`config.mk`:
```
export PLATFORM = sky130hd
export DESIGN_NAME = pmrc_ctrl
export DESIGN_NICKNAME = d
export VERILOG_FILES = /design/src/verilog/pmrc_pkg.sv /design/src/verilog/pmrc_ctrl.sv
export SDC_FILE = /design/constraint.sdc
export NUM_CORES = 1
export LEC_CHECK = 0
export BUFFER_PORTS_ARGS = -buffer_cell sky130_fd_sc_hd__buf_2
export CORE_ASPECT_RATIO = 0.7
export CORE_MARGIN = 3
export CORE_UTILIZATION = 40
export CTS_CLUSTER_SIZE = 10
export DETAILED_ROUTE_END_ITERATION = 10
export GPL_ROUTABILITY_DRIVEN = 0
export PLACE_DENSITY = 0.72
export SETUP_SLACK_MARGIN = 0.1
export SYNTH_ARGS = -nofsm -noshare
export SYNTH_HDL_FRONTEND = slang
export SYNTH_SLANG_ARGS = --single-unit
```
`constraint.sdc`:
```
create_clock -name clock -period 6.3 [get_ports clock]
set_clock_uncertainty 0.15 [all_clocks]
set_input_delay 0.315 -clock clock [delete_from_list [all_inputs] [get_ports clock]]
set_output_delay 0.315 -clock clock [all_outputs]
set_load 0.05 [all_outputs]
```
`src/verilog/pmrc_pkg.sv`:
```
// Purpose: Shared constants and types for the power mode and reset controller
// Assumes: Wishbone classic slave, 32-bit data, word-aligned registers
// Notes: Offsets are byte addresses
package pmrc_pkg;

    // ----------------------------------------------------------------
    // Register map
    // ----------------------------------------------------------------
    localparam logic [7:0] PMRC_OFF_CTRL = 8'h00;
    localparam logic [7:0] PMRC_OFF_STAT = 8'h04;
    localparam logic [7:0] PMRC_OFF_CLKSEL = 8'h08;
    localparam logic [7:0] PMRC_OFF_GATE = 8'h0C;
    localparam logic [7:0] PMRC_OFF_RSTF = 8'h10;
    localparam logic [7:0] PMRC_OFF_DIV = 8'h14;

    // CTRL fields
    localparam int PMRC_CTRL_APP_POWER_DOWN_DEEP_SLEEP_SEL = 0;
    localparam int PMRC_CTRL_APP_CPU_STANDBY_DISABLE = 1;
    localparam int PMRC_CTRL_MCU_POWER_DOWN_DEEP_SLEEP_SEL = 2;
    localparam int PMRC_CTRL_LP = 3;
    localparam int PMRC_CTRL_LPLV = 4;
    localparam int PMRC_CTRL_OSC_OFF = 5;
    localparam int PMRC_CTRL_CSS_EN = 6;
    localparam int PMRC_CTRL_SWRST_APP = 7;
    localparam int PMRC_CTRL_SWRST_MCU = 8;
    localparam logic [8:0] PMRC_CTRL_RESET = 9'h000;

    // Clock select and divider fields
    localparam logic [2:0] PMRC_SRC_FAST_INT = 3'h0;
    localparam logic [2:0] PMRC_SRC_MID_INT = 3'h1;
    localparam logic [2:0] PMRC_SRC_SLOW_INT = 3'h2;
    localparam logic [2:0] PMRC_SRC_FAST_EXT = 3'h3;
    localparam logic [2:0] PMRC_SRC_SLOW_EXT = 3'h4;
    localparam logic [2:0] PMRC_SRC_PLL = 3'h5;
    localparam logic [7:0] PMRC_DIV_RESET = 8'h00;
    localparam logic [31:0] PMRC_GATE_RESET = 32'hFFFFFFFF;

    // Reset cause flag positions
    localparam int PMRC_RF_PAD = 0;
    localparam int PMRC_RF_POR = 1;
    localparam int PMRC_RF_BOR = 2;
    localparam int PMRC_RF_WDG1 = 3;
    localparam int PMRC_RF_WDG2 = 4;
    localparam int PMRC_RF_SW_MCU = 5;
    localparam int PMRC_RF_SW_APP = 6;
    localparam int PMRC_RF_CSS = 7;
    localparam int PMRC_RF_CORE = 8;
    localparam int PMRC_RF_STBY = 9;
    localparam int PMRC_NRF = 10;

    // System reset pulse length
    localparam int PMRC_RST_PULSE_NS = 100;
    localparam int PMRC_CLK_MHZ = 100;
    localparam logic [3:0] PMRC_RST_CYC = 4'((PMRC_RST_PULSE_NS * PMRC_CLK_MHZ) / 1000);

    // ----------------------------------------------------------------
    // Types
    // ----------------------------------------------------------------
    typedef enum logic [1:0] {
        PMRC_C_RUN = 2'b00,
        PMRC_C_SLEEP = 2'b01,
        PMRC_C_STOP = 2'b10,
        PMRC_C_STBY = 2'b11
    } pmrc_cpu_t;

    typedef enum logic [1:0] {
        PMRC_S_RUN = 2'b00,
        PMRC_S_STOP = 2'b01,
        PMRC_S_STBY = 2'b10
    } pmrc_sys_t;

    typedef struct packed {
        logic pad;
        logic por;
        logic bor;
        logic wdg1;
        logic wdg2;
        logic core_por;
    } pmrc_rst_src_t;

    typedef struct packed {
        logic wait_for_interrupt_instr;
        logic wait_for_event_instr;
        logic handler_ret;
        logic sleep_after_handler_return;
        logic deep;
        logic stby_req;
    } pmrc_cpu_req_t;

endpackage

```
`src/verilog/pmrc_ctrl.sv`:
```
// Purpose: System power mode combiner, reset collector and clock allocation
// Assumes: Single 100 MHz clock, synchronous inputs, Wishbone classic slave
// Notes: Oscillators and PLLs are outside; this block drives their enables
`timescale 1ns/1ps

module pmrc_ctrl
    import pmrc_pkg::*;
#(
    parameter int N_GATES = 32
) (
    input wire logic clock,
    input wire logic rst_n,
    input wire logic wb_cyc_i,
    input wire logic wb_stb_i,
    input wire logic wb_we_i,
    input wire logic [7:0] wb_adr_i,
    input wire logic [3:0] wb_sel_i,
    input wire logic [31:0] wb_dat_i,
    output logic [31:0] wb_dat_o,
    output logic wb_ack_o,
    output logic wb_err_o,
    input wire pmrc_cpu_req_t app_req,
    input wire pmrc_cpu_req_t mcu_req,
    input wire logic wakeup_pending,
    input wire pmrc_rst_src_t rst_src,
    input wire logic [1:0] brownout_level_sel,
    input wire logic [2:0] vdd_below_level,
    input wire logic external_fast_osc_fail,
    output pmrc_cpu_t app_state,
    output pmrc_cpu_t mcu_state,
    output pmrc_sys_t sys_mode,
    output logic bus_clk_stall,
    output logic osc_enable,
    output logic low_power_regulator,
    output logic core_domain_power,
    output logic app_reset,
    output logic sys_reset,
    output logic [2:0] sys_clk_src,
    output logic [2:0] kernel_clk_src,
    output logic [3:0] pll_enable,
    output logic [N_GATES-1:0] periph_clk_en,
    output logic cpu_clk_en,
    output logic bus_clk_en
);

    // ----------------------------------------------------------------
    // Registers
    // ----------------------------------------------------------------
    logic [8:0] ctrl_reg;
    logic [2:0] sys_src_reg;
    logic [2:0] ker_src_reg;
    logic [3:0] pll_reg;
    logic [N_GATES-1:0] gate_reg;
    logic [3:0] cpu_div_reg;
    logic [3:0] bus_div_reg;
    logic [PMRC_NRF-1:0] flags_reg;
    logic por_seen_reg;
    logic [3:0] cpu_cnt_reg;
    logic [3:0] bus_cnt_reg;
    logic [3:0] rst_cnt_reg;
    logic [PMRC_NRF-1:0] cause_reg;

    // ----------------------------------------------------------------
    // Bus decode
    // ----------------------------------------------------------------
    wire bus_req = wb_cyc_i & wb_stb_i & ~wb_ack_o & ~wb_err_o;
    wire hit_ctrl = wb_adr_i == PMRC_OFF_CTRL;
    wire hit_stat = wb_adr_i == PMRC_OFF_STAT;
    wire hit_clk = wb_adr_i == PMRC_OFF_CLKSEL;
    wire hit_gate = wb_adr_i == PMRC_OFF_GATE;
    wire hit_rstf = wb_adr_i == PMRC_OFF_RSTF;
    wire hit_div = wb_adr_i == PMRC_OFF_DIV;
    wire hit_any = hit_ctrl | hit_stat | hit_clk | hit_gate | hit_rstf | hit_div;
    wire wr = bus_req & wb_we_i & hit_any;

    function automatic logic [31:0] merge(input logic [31:0] old, input logic [31:0] nw,
                                          input logic [3:0] sel);
        logic [31:0] r;
        r = old;
        for (int i = 0; i < 4; i++) begin
            if (sel[i]) begin
                r[8*i +: 8] = nw[8*i +: 8];
            end
        end
        return r;
    endfunction

    // ----------------------------------------------------------------
    // Reset sources
    // ----------------------------------------------------------------
    // Brownout compares against the option-selected threshold only
    wire bor_hit = rst_src.bor | (brownout_level_sel != 2'b11 &&
                   vdd_below_level[brownout_level_sel]);
    wire css_hit = ctrl_reg[PMRC_CTRL_CSS_EN] & external_fast_osc_fail;
    wire app_src = rst_src.pad | rst_src.por | bor_hit | rst_src.wdg1 | rst_src.wdg2 |
                   ctrl_reg[PMRC_CTRL_SWRST_MCU] | ctrl_reg[PMRC_CTRL_SWRST_APP] |
                   css_hit;
    wire stby_exit = sys_mode == PMRC_S_STBY && wakeup_pending;
    wire sys_src = app_src | rst_src.core_por | stby_exit;
    wire [PMRC_NRF-1:0] cause_now = {stby_exit, rst_src.core_por, css_hit,
        ctrl_reg[PMRC_CTRL_SWRST_APP], ctrl_reg[PMRC_CTRL_SWRST_MCU], rst_src.wdg2,
        rst_src.wdg1, bor_hit, rst_src.por, rst_src.pad};
    // Power-on reset replaces all flags with the current causes at once, either the supervisor or the first cycle after rst_n
    wire por_clear = rst_src.por | ~por_seen_reg;

    // ----------------------------------------------------------------
    // Per-CPU and system mode
    // ----------------------------------------------------------------
    function automatic pmrc_cpu_t cpu_next(input pmrc_cpu_t cur, input pmrc_cpu_req_t q,
                                           input logic wake, input logic stby_ok);
        logic ask;
        ask = q.wait_for_interrupt_instr | q.wait_for_event_instr | (q.handler_ret & q.sleep_after_handler_return);
        unique case (cur)
            PMRC_C_RUN: begin
                if (ask && q.stby_req && stby_ok && !wake) begin
                    return PMRC_C_STBY;
                end else if (ask && q.deep && !wake) begin
                    return PMRC_C_STOP;
                end else if (ask) begin
                    return PMRC_C_SLEEP;
                end
                return PMRC_C_RUN;
            end
            PMRC_C_SLEEP: return (wake | ~ask) ? PMRC_C_RUN : PMRC_C_SLEEP;
            PMRC_C_STOP: return wake ? PMRC_C_RUN : PMRC_C_STOP;
            // Standby leaves only through a system reset, such as the one that the wakeup raises
            PMRC_C_STBY: return PMRC_C_STBY;
        endcase
    endfunction

    wire pmrc_cpu_t app_next = cpu_next(app_state, app_req, wakeup_pending, 1'b1);
    wire pmrc_cpu_t mcu_next = cpu_next(mcu_state, mcu_req, wakeup_pending, 1'b0);
    wire app_low = app_state == PMRC_C_STOP || app_state == PMRC_C_STBY;
    wire mcu_low = mcu_state == PMRC_C_STOP;
    wire stop_ok = app_low & mcu_low & ~wakeup_pending;
    wire stby_ok = stop_ok && (app_state == PMRC_C_STBY || (app_state == PMRC_C_STOP &&
                   ctrl_reg[PMRC_CTRL_APP_POWER_DOWN_DEEP_SLEEP_SEL] && ctrl_reg[PMRC_CTRL_APP_CPU_STANDBY_DISABLE])) &&
                   ctrl_reg[PMRC_CTRL_MCU_POWER_DOWN_DEEP_SLEEP_SEL];
    wire pmrc_sys_t sys_next = stby_ok ? PMRC_S_STBY :
                               stop_ok ? PMRC_S_STOP : PMRC_S_RUN;

    // ----------------------------------------------------------------
    // Clock dividers
    // ----------------------------------------------------------------
    wire cpu_tick = cpu_cnt_reg >= cpu_div_reg;
    wire bus_tick = bus_cnt_reg >= bus_div_reg;

    // ----------------------------------------------------------------
    // Register write and state update
    // ----------------------------------------------------------------
    wire [31:0] ctrl_wr = merge({23'h0, ctrl_reg}, wb_dat_i, wb_sel_i);
    wire [31:0] clk_wr = merge({20'h0, pll_reg, 1'b0, ker_src_reg, 1'b0, sys_src_reg},
                               wb_dat_i, wb_sel_i);
    wire [31:0] div_wr = merge({24'h0, bus_div_reg, cpu_div_reg}, wb_dat_i, wb_sel_i);
    wire [31:0] gate_wr = merge(32'(gate_reg), wb_dat_i, wb_sel_i);

    always_ff @(posedge clock) begin
        if (!rst_n || sys_reset) begin
            ctrl_reg <= PMRC_CTRL_RESET;
            sys_src_reg <= PMRC_SRC_FAST_INT;
            gate_reg <= N_GATES'(PMRC_GATE_RESET);
            cpu_div_reg <= PMRC_DIV_RESET[3:0];
            bus_div_reg <= PMRC_DIV_RESET[7:4];
            app_state <= PMRC_C_RUN;
            mcu_state <= PMRC_C_RUN;
            sys_mode <= PMRC_S_RUN;
        end else begin
            if (wr && hit_ctrl) ctrl_reg <= ctrl_wr[8:0];
            if (wr && hit_clk) sys_src_reg <= clk_wr[2:0];
            if (wr && hit_gate) gate_reg <= gate_wr[N_GATES-1:0];
            if (wr && hit_div) begin
                cpu_div_reg <= div_wr[3:0];
                bus_div_reg <= div_wr[7:4];
            end
            app_state <= app_next;
            mcu_state <= mcu_next;
            sys_mode <= sys_next;
        end
    end

    // Kernel source and PLLs sit in the clock part that system reset spares
    always_ff @(posedge clock) begin
        if (!rst_n) begin
            ker_src_reg <= PMRC_SRC_FAST_INT;
            pll_reg <= 4'h0;
            flags_reg <= '0;
            por_seen_reg <= 1'b0;
            rst_cnt_reg <= 4'h0;
            cause_reg <= '0;
        end else begin
            if (wr && hit_clk) begin
                ker_src_reg <= clk_wr[6:4];
                pll_reg <= clk_wr[11:8];
            end
            por_seen_reg <= 1'b1;
            cause_reg <= cause_now;
            // New causes win over the software clear
            if (por_clear) flags_reg <= cause_now;
            else if (wr && hit_rstf) flags_reg <= (flags_reg & ~wb_dat_i[PMRC_NRF-1:0]) |
                                                  cause_now;
            else flags_reg <= flags_reg | cause_now;
            rst_cnt_reg <= sys_src ? PMRC_RST_CYC : rst_cnt_reg - 4'(rst_cnt_reg != 4'h0);
        end
    end

    always_ff @(posedge clock) begin
        if (!rst_n) begin
            cpu_cnt_reg <= 4'h0;
            bus_cnt_reg <= 4'h0;
        end else begin
            cpu_cnt_reg <= cpu_tick ? 4'h0 : cpu_cnt_reg + 4'h1;
            bus_cnt_reg <= bus_tick ? 4'h0 : bus_cnt_reg + 4'h1;
        end
    end

    // ----------------------------------------------------------------
    // Outputs
    // ----------------------------------------------------------------
    wire stopped = sys_mode != PMRC_S_RUN;
    wire lp_sel = ctrl_reg[PMRC_CTRL_LP] | ctrl_reg[PMRC_CTRL_LPLV];
    wire [31:0] rd_mux = hit_ctrl ? {23'h0, ctrl_reg} :
        hit_stat ? {24'h0, sys_mode, mcu_state, app_state, 2'b00} :
        hit_clk ? {20'h0, pll_reg, 1'b0, ker_src_reg, 1'b0, sys_src_reg} :
        hit_gate ? 32'(gate_reg) :
        hit_rstf ? {22'h0, flags_reg} : {24'h0, bus_div_reg, cpu_div_reg};

    always_ff @(posedge clock) begin
        if (!rst_n) begin
            wb_ack_o <= 1'b0;
            wb_err_o <= 1'b0;
            wb_dat_o <= 32'h00000000;
            bus_clk_stall <= 1'b0;
            osc_enable <= 1'b1;
            low_power_regulator <= 1'b0;
            core_domain_power <= 1'b1;
            app_reset <= 1'b1;
            sys_reset <= 1'b1;
            sys_clk_src <= PMRC_SRC_FAST_INT;
            kernel_clk_src <= PMRC_SRC_FAST_INT;
            pll_enable <= 4'h0;
            periph_clk_en <= '0;
            cpu_clk_en <= 1'b0;
            bus_clk_en <= 1'b0;
        end else begin
            wb_ack_o <= bus_req & hit_any;
            wb_err_o <= bus_req & ~hit_any;
            wb_dat_o <= (bus_req & hit_any & ~wb_we_i) ? rd_mux : 32'h00000000;
            bus_clk_stall <= stopped;
            osc_enable <= ~(stopped & ctrl_reg[PMRC_CTRL_OSC_OFF]);
            low_power_regulator <= sys_mode == PMRC_S_STOP && lp_sel;
            core_domain_power <= sys_mode != PMRC_S_STBY;
            app_reset <= app_src || cause_reg[PMRC_RF_SW_APP:PMRC_RF_PAD] != '0;
            sys_reset <= sys_src || rst_cnt_reg != 4'h0;
            sys_clk_src <= sys_src_reg;
            kernel_clk_src <= ker_src_reg;
            pll_enable <= stopped ? 4'h0 : pll_reg;
            periph_clk_en <= stopped ? '0 : gate_reg;
            cpu_clk_en <= cpu_tick & app_state == PMRC_C_RUN;
            bus_clk_en <= bus_tick & ~stopped;
        end
    end

    // ----------------------------------------------------------------
    // Checks
    // ----------------------------------------------------------------
    property p_stby_needs_bits;
        @(posedge clock) disable iff (!rst_n)
        sys_mode == PMRC_S_STBY |-> $past(ctrl_reg[PMRC_CTRL_MCU_POWER_DOWN_DEEP_SLEEP_SEL]);
    endproperty
    a_stby_needs_bits: assert property (p_stby_needs_bits) else $error("standby w/o bit");
    property p_run_if_active;
        @(posedge clock) disable iff (!rst_n || sys_reset)
        mcu_state inside {PMRC_C_RUN, PMRC_C_SLEEP} |=> sys_mode == PMRC_S_RUN;
    endproperty
    a_run_if_active: assert property (p_run_if_active) else $error("left run");
    property p_stall;
        @(posedge clock) disable iff (!rst_n)
        sys_mode != PMRC_S_RUN |=> bus_clk_stall;
    endproperty
    a_stall: assert property (p_stall) else $error("no stall");
    property p_stby_power;
        @(posedge clock) disable iff (!rst_n)
        sys_mode == PMRC_S_STBY |=> !core_domain_power;
    endproperty
    a_stby_power: assert property (p_stby_power) else $error("core on");
    property p_lpreg;
        @(posedge clock) disable iff (!rst_n)
        low_power_regulator |-> $past(sys_mode) == PMRC_S_STOP;
    endproperty
    a_lpreg: assert property (p_lpreg) else $error("lp signal");
    property p_sysrst;
        @(posedge clock) disable iff (!rst_n)
        app_src |=> sys_reset [*2];
    endproperty
    a_sysrst: assert property (p_sysrst) else $error("no sys reset");
    property p_css;
        @(posedge clock) disable iff (!rst_n)
        css_hit |=> app_reset && flags_reg[PMRC_RF_CSS];
    endproperty
    a_css: assert property (p_css) else $error("css missed");
    property p_wake;
        @(posedge clock) disable iff (!rst_n || sys_reset)
        wakeup_pending && mcu_state == PMRC_C_STOP |=> mcu_state == PMRC_C_RUN;
    endproperty
    a_wake: assert property (p_wake) else $error("no wake");
    property p_src_after_rst;
        @(posedge clock) disable iff (!rst_n)
        $fell(sys_reset) |-> sys_src_reg == PMRC_SRC_FAST_INT;
    endproperty
    a_src_after_rst: assert property (p_src_after_rst) else $error("clk src");
    c_stop: cover property (@(posedge clock) sys_mode == PMRC_S_STOP);
    c_stby: cover property (@(posedge clock) sys_mode == PMRC_S_STBY);
    c_wake: cover property (@(posedge clock) $fell(bus_clk_stall));
    c_rst: cover property (@(posedge clock) $rose(app_reset));

endmodule

```
### Word level (Yosys, flattened, before mapping)

Index checks and enable logic that the tools add are counted.
W data, S select, Z words.

| cells by class | value |
|---|---|
| reductions and logical operators | 48 |
| $add $sub $neg | 3 |
| bitwise gates (word level) | 55 |
| mux-type cells | 32 |
| $lt $le $gt $ge | 3 |
| equal/unequal tests | 15 |

Operator list:

| operator | number |
|---|---|
| $mux W32 | 1 |
| $mux W10 | 3 |
| $or A1 B1 Y1 | 23 |
| $or A10 B10 Y10 | 2 |
| $reduce_and A2 Y1 | 10 |
| $logic_and A1 B1 Y1 | 18 |
| $mux W2 | 9 |
| $mux W9 | 2 |
| $and A1 B1 Y1 | 16 |
| $eq A8 B4 Y1 const B | 2 |
| $eq A8 B5 Y1 const B | 2 |
| $pmux W2 S4 | 2 |
| $mux W1 | 12 |
| $mux W12 | 1 |
| $not A1 Y1 | 12 |
| $and A10 B10 Y10 | 1 |
| $eq A2 B2 Y1 const B | 5 |
| $not A10 Y10 | 1 |
| $reduce_or A2 Y1 | 5 |
| $add A4 B1 Y4 const B | 2 |
| $eq A8 B3 Y1 const B | 1 |
| $ge A4 B4 Y1 | 2 |
| $logic_not A8 Y1 | 1 |
| $reduce_bool A7 Y1 | 1 |
| other kinds (13) | 22 |

| word-level totals | value |
|---|---|
| logic and storage cells | 195 |
| input bits | 74 |
| output and inout port bits | 90 |
| register bits after elaboration | 179 |

### Longest topological paths before layout

| depth | value |
|---|---|
| word-level depth | 13 |
| gate-level depth with buffers | 7 |
| depth with buffers taken out | 6 |

### Worst setup path before layout

OpenSTA, ideal clock, no wires.

| timing path | value |
|---|---|
| kind | flip-flop to flip-flop |
| from | reg wb_err_o |
| to | reg wb_dat_o[12] |
| slack | 3916 ps |
| library setup time | 115 ps |
| data required time | 6035 ps |
| data arrival time | 2119 ps |
| stages on the path, launching flop included | 7 |
| buffers on the path | 2 |
| clock period less this slack | 2384 ps |
| path through | dfxtp_1 nand4bb_1 clkbuf_1 nor3_1 and4_1 clkbuf_1 and2_1 |

| between the ends | value |
|---|---|
| longest elaborated chain between the ends | 6 |

Ends and longest elaborated chain:

| element | line | source |
|---|---|---|
| start: declaration | pmrc_ctrl.sv:21 | `output logic wb_err_o,` |
| start signal: assignment | pmrc_ctrl.sv:246 | `wb_err_o <= bus_req & ~hit_any;` |
| $not A1 Y1 | pmrc_ctrl.sv:66 | `wire bus_req = wb_cyc_i & wb_stb_i & ~wb_ack_o & ~wb_err_o;` |
| $and A1 B1 Y1 | pmrc_ctrl.sv:66 |  |
| $and A1 B1 Y1 (2 in a row) | pmrc_ctrl.sv:247 | `wb_dat_o <= (bus_req & hit_any & ~wb_we_i) ? rd_mux : 32'h00000000;` |
| $not A1 Y1 (no source line) | - |  |
| $reduce_or A5 Y1 (no source line) | - |  |
| end signal: assignment | pmrc_ctrl.sv:247 |  |
| end: declaration | pmrc_ctrl.sv:19 | `output logic [31:0] wb_dat_o,` |

Every way passes these cells.
A chain may end at the register's enable or synchronous reset.

### Worst setup path after layout

| timing path | value |
|---|---|
| from | reg wb_ack_o |
| to | reg wb_dat_o[30] |

| between the ends | value |
|---|---|
| longest elaborated chain between the ends | 7 |

Ends and longest elaborated chain:

| element | line | source |
|---|---|---|
| start: declaration | pmrc_ctrl.sv:20 | `output logic wb_ack_o,` |
| start signal: assignment | pmrc_ctrl.sv:245 | `wb_ack_o <= bus_req & hit_any;` |
| $not A1 Y1 | pmrc_ctrl.sv:66 |  |
| $and A1 B1 Y1 (2 in a row) | pmrc_ctrl.sv:66 |  |
| $and A1 B1 Y1 (2 in a row) | pmrc_ctrl.sv:247 |  |
| $not A1 Y1 (no source line) | - |  |
| $reduce_or A5 Y1 (no source line) | - |  |

Every way passes these cells.

==> metrics.md <==
| Metric | Value |
|---|---|
| Max_cap viols | `0` |
| Syn. warnings | `0` |
| Critical path's largest stage delay | `0.79 ns` |
| Crit end category | `register` |
| Pin count of the biggest net entering global routing | `37` |
| Fillers | `around 1,500` |
| ANT nets after route | `0` |
| Area of the multi-input gates | `roughly 0.0029 mm^2` |
| Starting Density | `between 40% and 50%` |
| Fmax | `approximately 330 MHz` |
| Initial antenna violation count | `1` |
| IO Port Bufs | `162` |
| Final Cycle Share | `between 40% and 50%` |
| Mean routed wirelength per cell | `between 15 and 20 um` |
| Area leader, netlist | `dfxtp_1` |
| First-pass GRT wire length | `between 20,000 and 30,000 um` |
| HPWL Detailed | `~13,000 um` |
| Die Height | `114.2 um` |
| Setup TNS | `0 ns` |
| Nets | `927` |
| Gate Count Post-Synth | `658` |
| Max FO, Critical Path | `20` |
| Post-synthesis area per instance | `10.16 um^2` |
| Post-synth top area share | `between 50% and 60%` |
| Switching power | `~590 uW` |
| CTS tree | `done` |
| Lkg Pwr | `between 0.003 and 0.004 uW` |
| Die Wd | `160.5 um` |
| Post-Route Utilization | `53.79%` |
| Crit path DAT | `3.30 ns` |
| Switching part of the total | `between 20% and 30%` |
| Total CTS buffers | `17` |
| Sequential share of power | `~48%` |
| Cell with the most instances after synthesis | `dfxtp_1` |
| CTS max path bufs | `2` |
| Yosys reg bits | `~180` |
| Top-level I/O count | `approximately 160` |
| Post CTS Setup Buffer Count | `0` |
| CP cell instances | `nand4bb_1 > nor3_1 > and4_1 > and2_1` |
| Async set-or-reset flop fraction in the synthesized netlist | `0%` |
| Slew Viols, Final | `0` |
| Post-synth EDFFs | `0` |
| Outcome | `finished, final reports clean` |
| Clock power frac | `approximately 45%` |
| DR pass1 iterations | `5` |
| Vias in the first global route | `between 5,000 and 6,000` |
| P_int | `about 1800 uW` |
| Setup crit start | `wb_ack_o$_SDFF_PN0_` |
| DRC | `0` |
| Row count | `38` |
| Worst path bufs/invs | `0` |
| Slew headroom | `approximately 18%` |
| Register area share after synthesis | `53.61%` |
| Final setup viols | `0` |
| Total track usage | `between 10% and 20%` |
| Top post-synthesis cells by area | `dfxtp_1 (54%), mux2i_1 (9.1%), and2_1 (6.8%)` |
| Die area | `between 0.015 and 0.02 mm^2` |
| Max stage delay cell, worst path | `and4_1` |
| RSZ-0062 raised after global routing | `no` |
| Vias per cell | `between 5 and 6` |
| Min-delay worst type | `in -> reg` |
| R2R depth | `4` |
| Tmin final | `roughly 3.1 ns` |
| Register area | `around 0.0036 mm^2` |
| Worst path top cell family by delay | `simple AND/OR/NAND/NOR gates` |
| FF-to-FF Start | `wb_ack_o$_SDFF_PN0_` |
| Slew of the pin with the lowest slew margin | `roughly 1.2 ns` |
| Syn nets | `744` |
| Synth unique cells | `50` |
| Min-delay src | `wb_dat_i[9]` |
| Post-synth top cells | `dfxtp_1 (179), and2_1 (73), mux2i_1 (61), nand2_1 (56), nor2_1 (53)` |
| CTS Root Cell | `clkbuf_16` |
| Layout area overhead | `28.17%` |
| Clk Latency, worst-skew pair | `about 0.43 ns` |
| Clock Sinks | `between 150 and 200` |
| Data required, critical path | `~6.5 ns` |
| Fraction of layout cells with a size suffix above 1 | `25.88%` |
| Hold path depth | `3` |
| Crit path depth | `4` |
| Clk pin slew, worst setup/hold paths | `0.07 ns` |
| CTS H-tree depth | `4` |
| Vias | `around 5,400` |
| Synth Flop Type | `dfxtp_1` |
| Nature of the critical path startpoint | `register` |
| Worst VDD drop | `148.0 uV` |
| Core ar. | `between 0.015 and 0.02 mm^2` |
| Detailed Route Iter0 Violations | `405` |
| Endpoints failing hold | `0` |
| # diodes | `0` |
| Power share of the combinational group | `about 7%` |
| Gr ovfl total | `0` |
| PwrDens | `~280 mW/mm^2` |
| Final WL | `roughly 18,000 um` |
| Mapped Area | `between 0.006 and 0.007 mm^2` |
| Final hold slack | `about 0.024 ns` |
| Crit Path Class | `reg -> reg` |
## power groups by stage
stage	Combinational [uW]	Clock (uW)	Sequential [uW]
after floorplan	55.4	0	1220
after global placement	155	0	1180
after detailed placement	157	0	1180
after CTS	170	1110	1150
after global routing	182	1160	1150
final	171	1090	1150
## cell usage in the layout, fill, tap and decap left out, types with 15 or more instances in the layout
cell	count
dfxtp_1	179
buf_2	162
and2_1	73
mux2i_1	61
nand2_1	56
nor2_1	52
dlygate4sd3_1	27
a21oi_1	25
o21ai_0	17
clkbuf_16	17
inv_1	15
nand3_1	15
## area by class of cell
class / count / area share, %
multi-input cells: 434 / 34.20
well taps: 220 / 3.213
inverters: 16 / 0.7010
clock buffers: 18 / 5.126
flip-flops and latches: 179 / 41.83
repair buffers: 193 / 12.97
clock inverters: 14 / 1.957
## cells by family after synthesis
family,Yosys count,share of synthesized area (%)
and+or+nand+nor,268,22.80
DFF,179,53.61
AOI/OAI and AO/OA,85,8.424
muxes,63,9.472
buffers and inverters,45,2.658
adders and majority gates,12,2.246
xor gates and xnor gates,6,0.7862
## worst reg2reg max path: cells and delay by family (launching register included)
| kind | cells | cell delay, ns |
|---|---|---|
| and+or+nand+nor | 4 | 2.54 |
| DFF | 1 | 0.33 |
## layer usage
| layer | GRT usage (%) | share of wire (%) |
|---|---|---|
| met2 | 28.35 | 42 |
| met1 | 29.04 | 49 |
| met3 | 6.725 | 8.8 |
| met4 | 4.682 | 0.82 |
| met5 | 0 | 0.039 |
## through the flow
| step | setup slack [ns] | power [uW] | std cells | area, um^2 |
|---|---|---|---|---|
| after global routing | 3.043 | 2493 | 1074 | 8567 |
| after CTS | 3.272 | 2429 | 1074 | 8567 |
| after global placement | 3.301 | 1335 | 1015 | 7690 |
| after floorplan | 3.916 | 1277 | 658 | 6684 |
| final | 3.227 | 2410 | 1074 | 8567 |
| after detailed placement | 3.264 | 1336 | 1015 | 7690 |
## path summary, 6_finish.rpt
| path | to | slack, ns |
|---|---|---|
| setup reg to reg | wb_dat_o[30]$_SDFF_PP0_ | 3.23 |
| setup / recovery | wb_dat_o[30]$_SDFF_PP0_ | 3.23 |
| hold / removal | gate_reg[9]$_SDFFE_PP1P_ | 0.02 |
| hold reg to reg | osc_enable$_SDFF_PN1_ | 0.27 |
## repair_timing
| action | in CTS | in global routing |
|---|---|---|
| hold endpoints to repair | 29 | 0 |
| hold buffers | 27 | 0 |
| resized for setup | 0 | 0 |
Power figures use the tool's default switching activity.
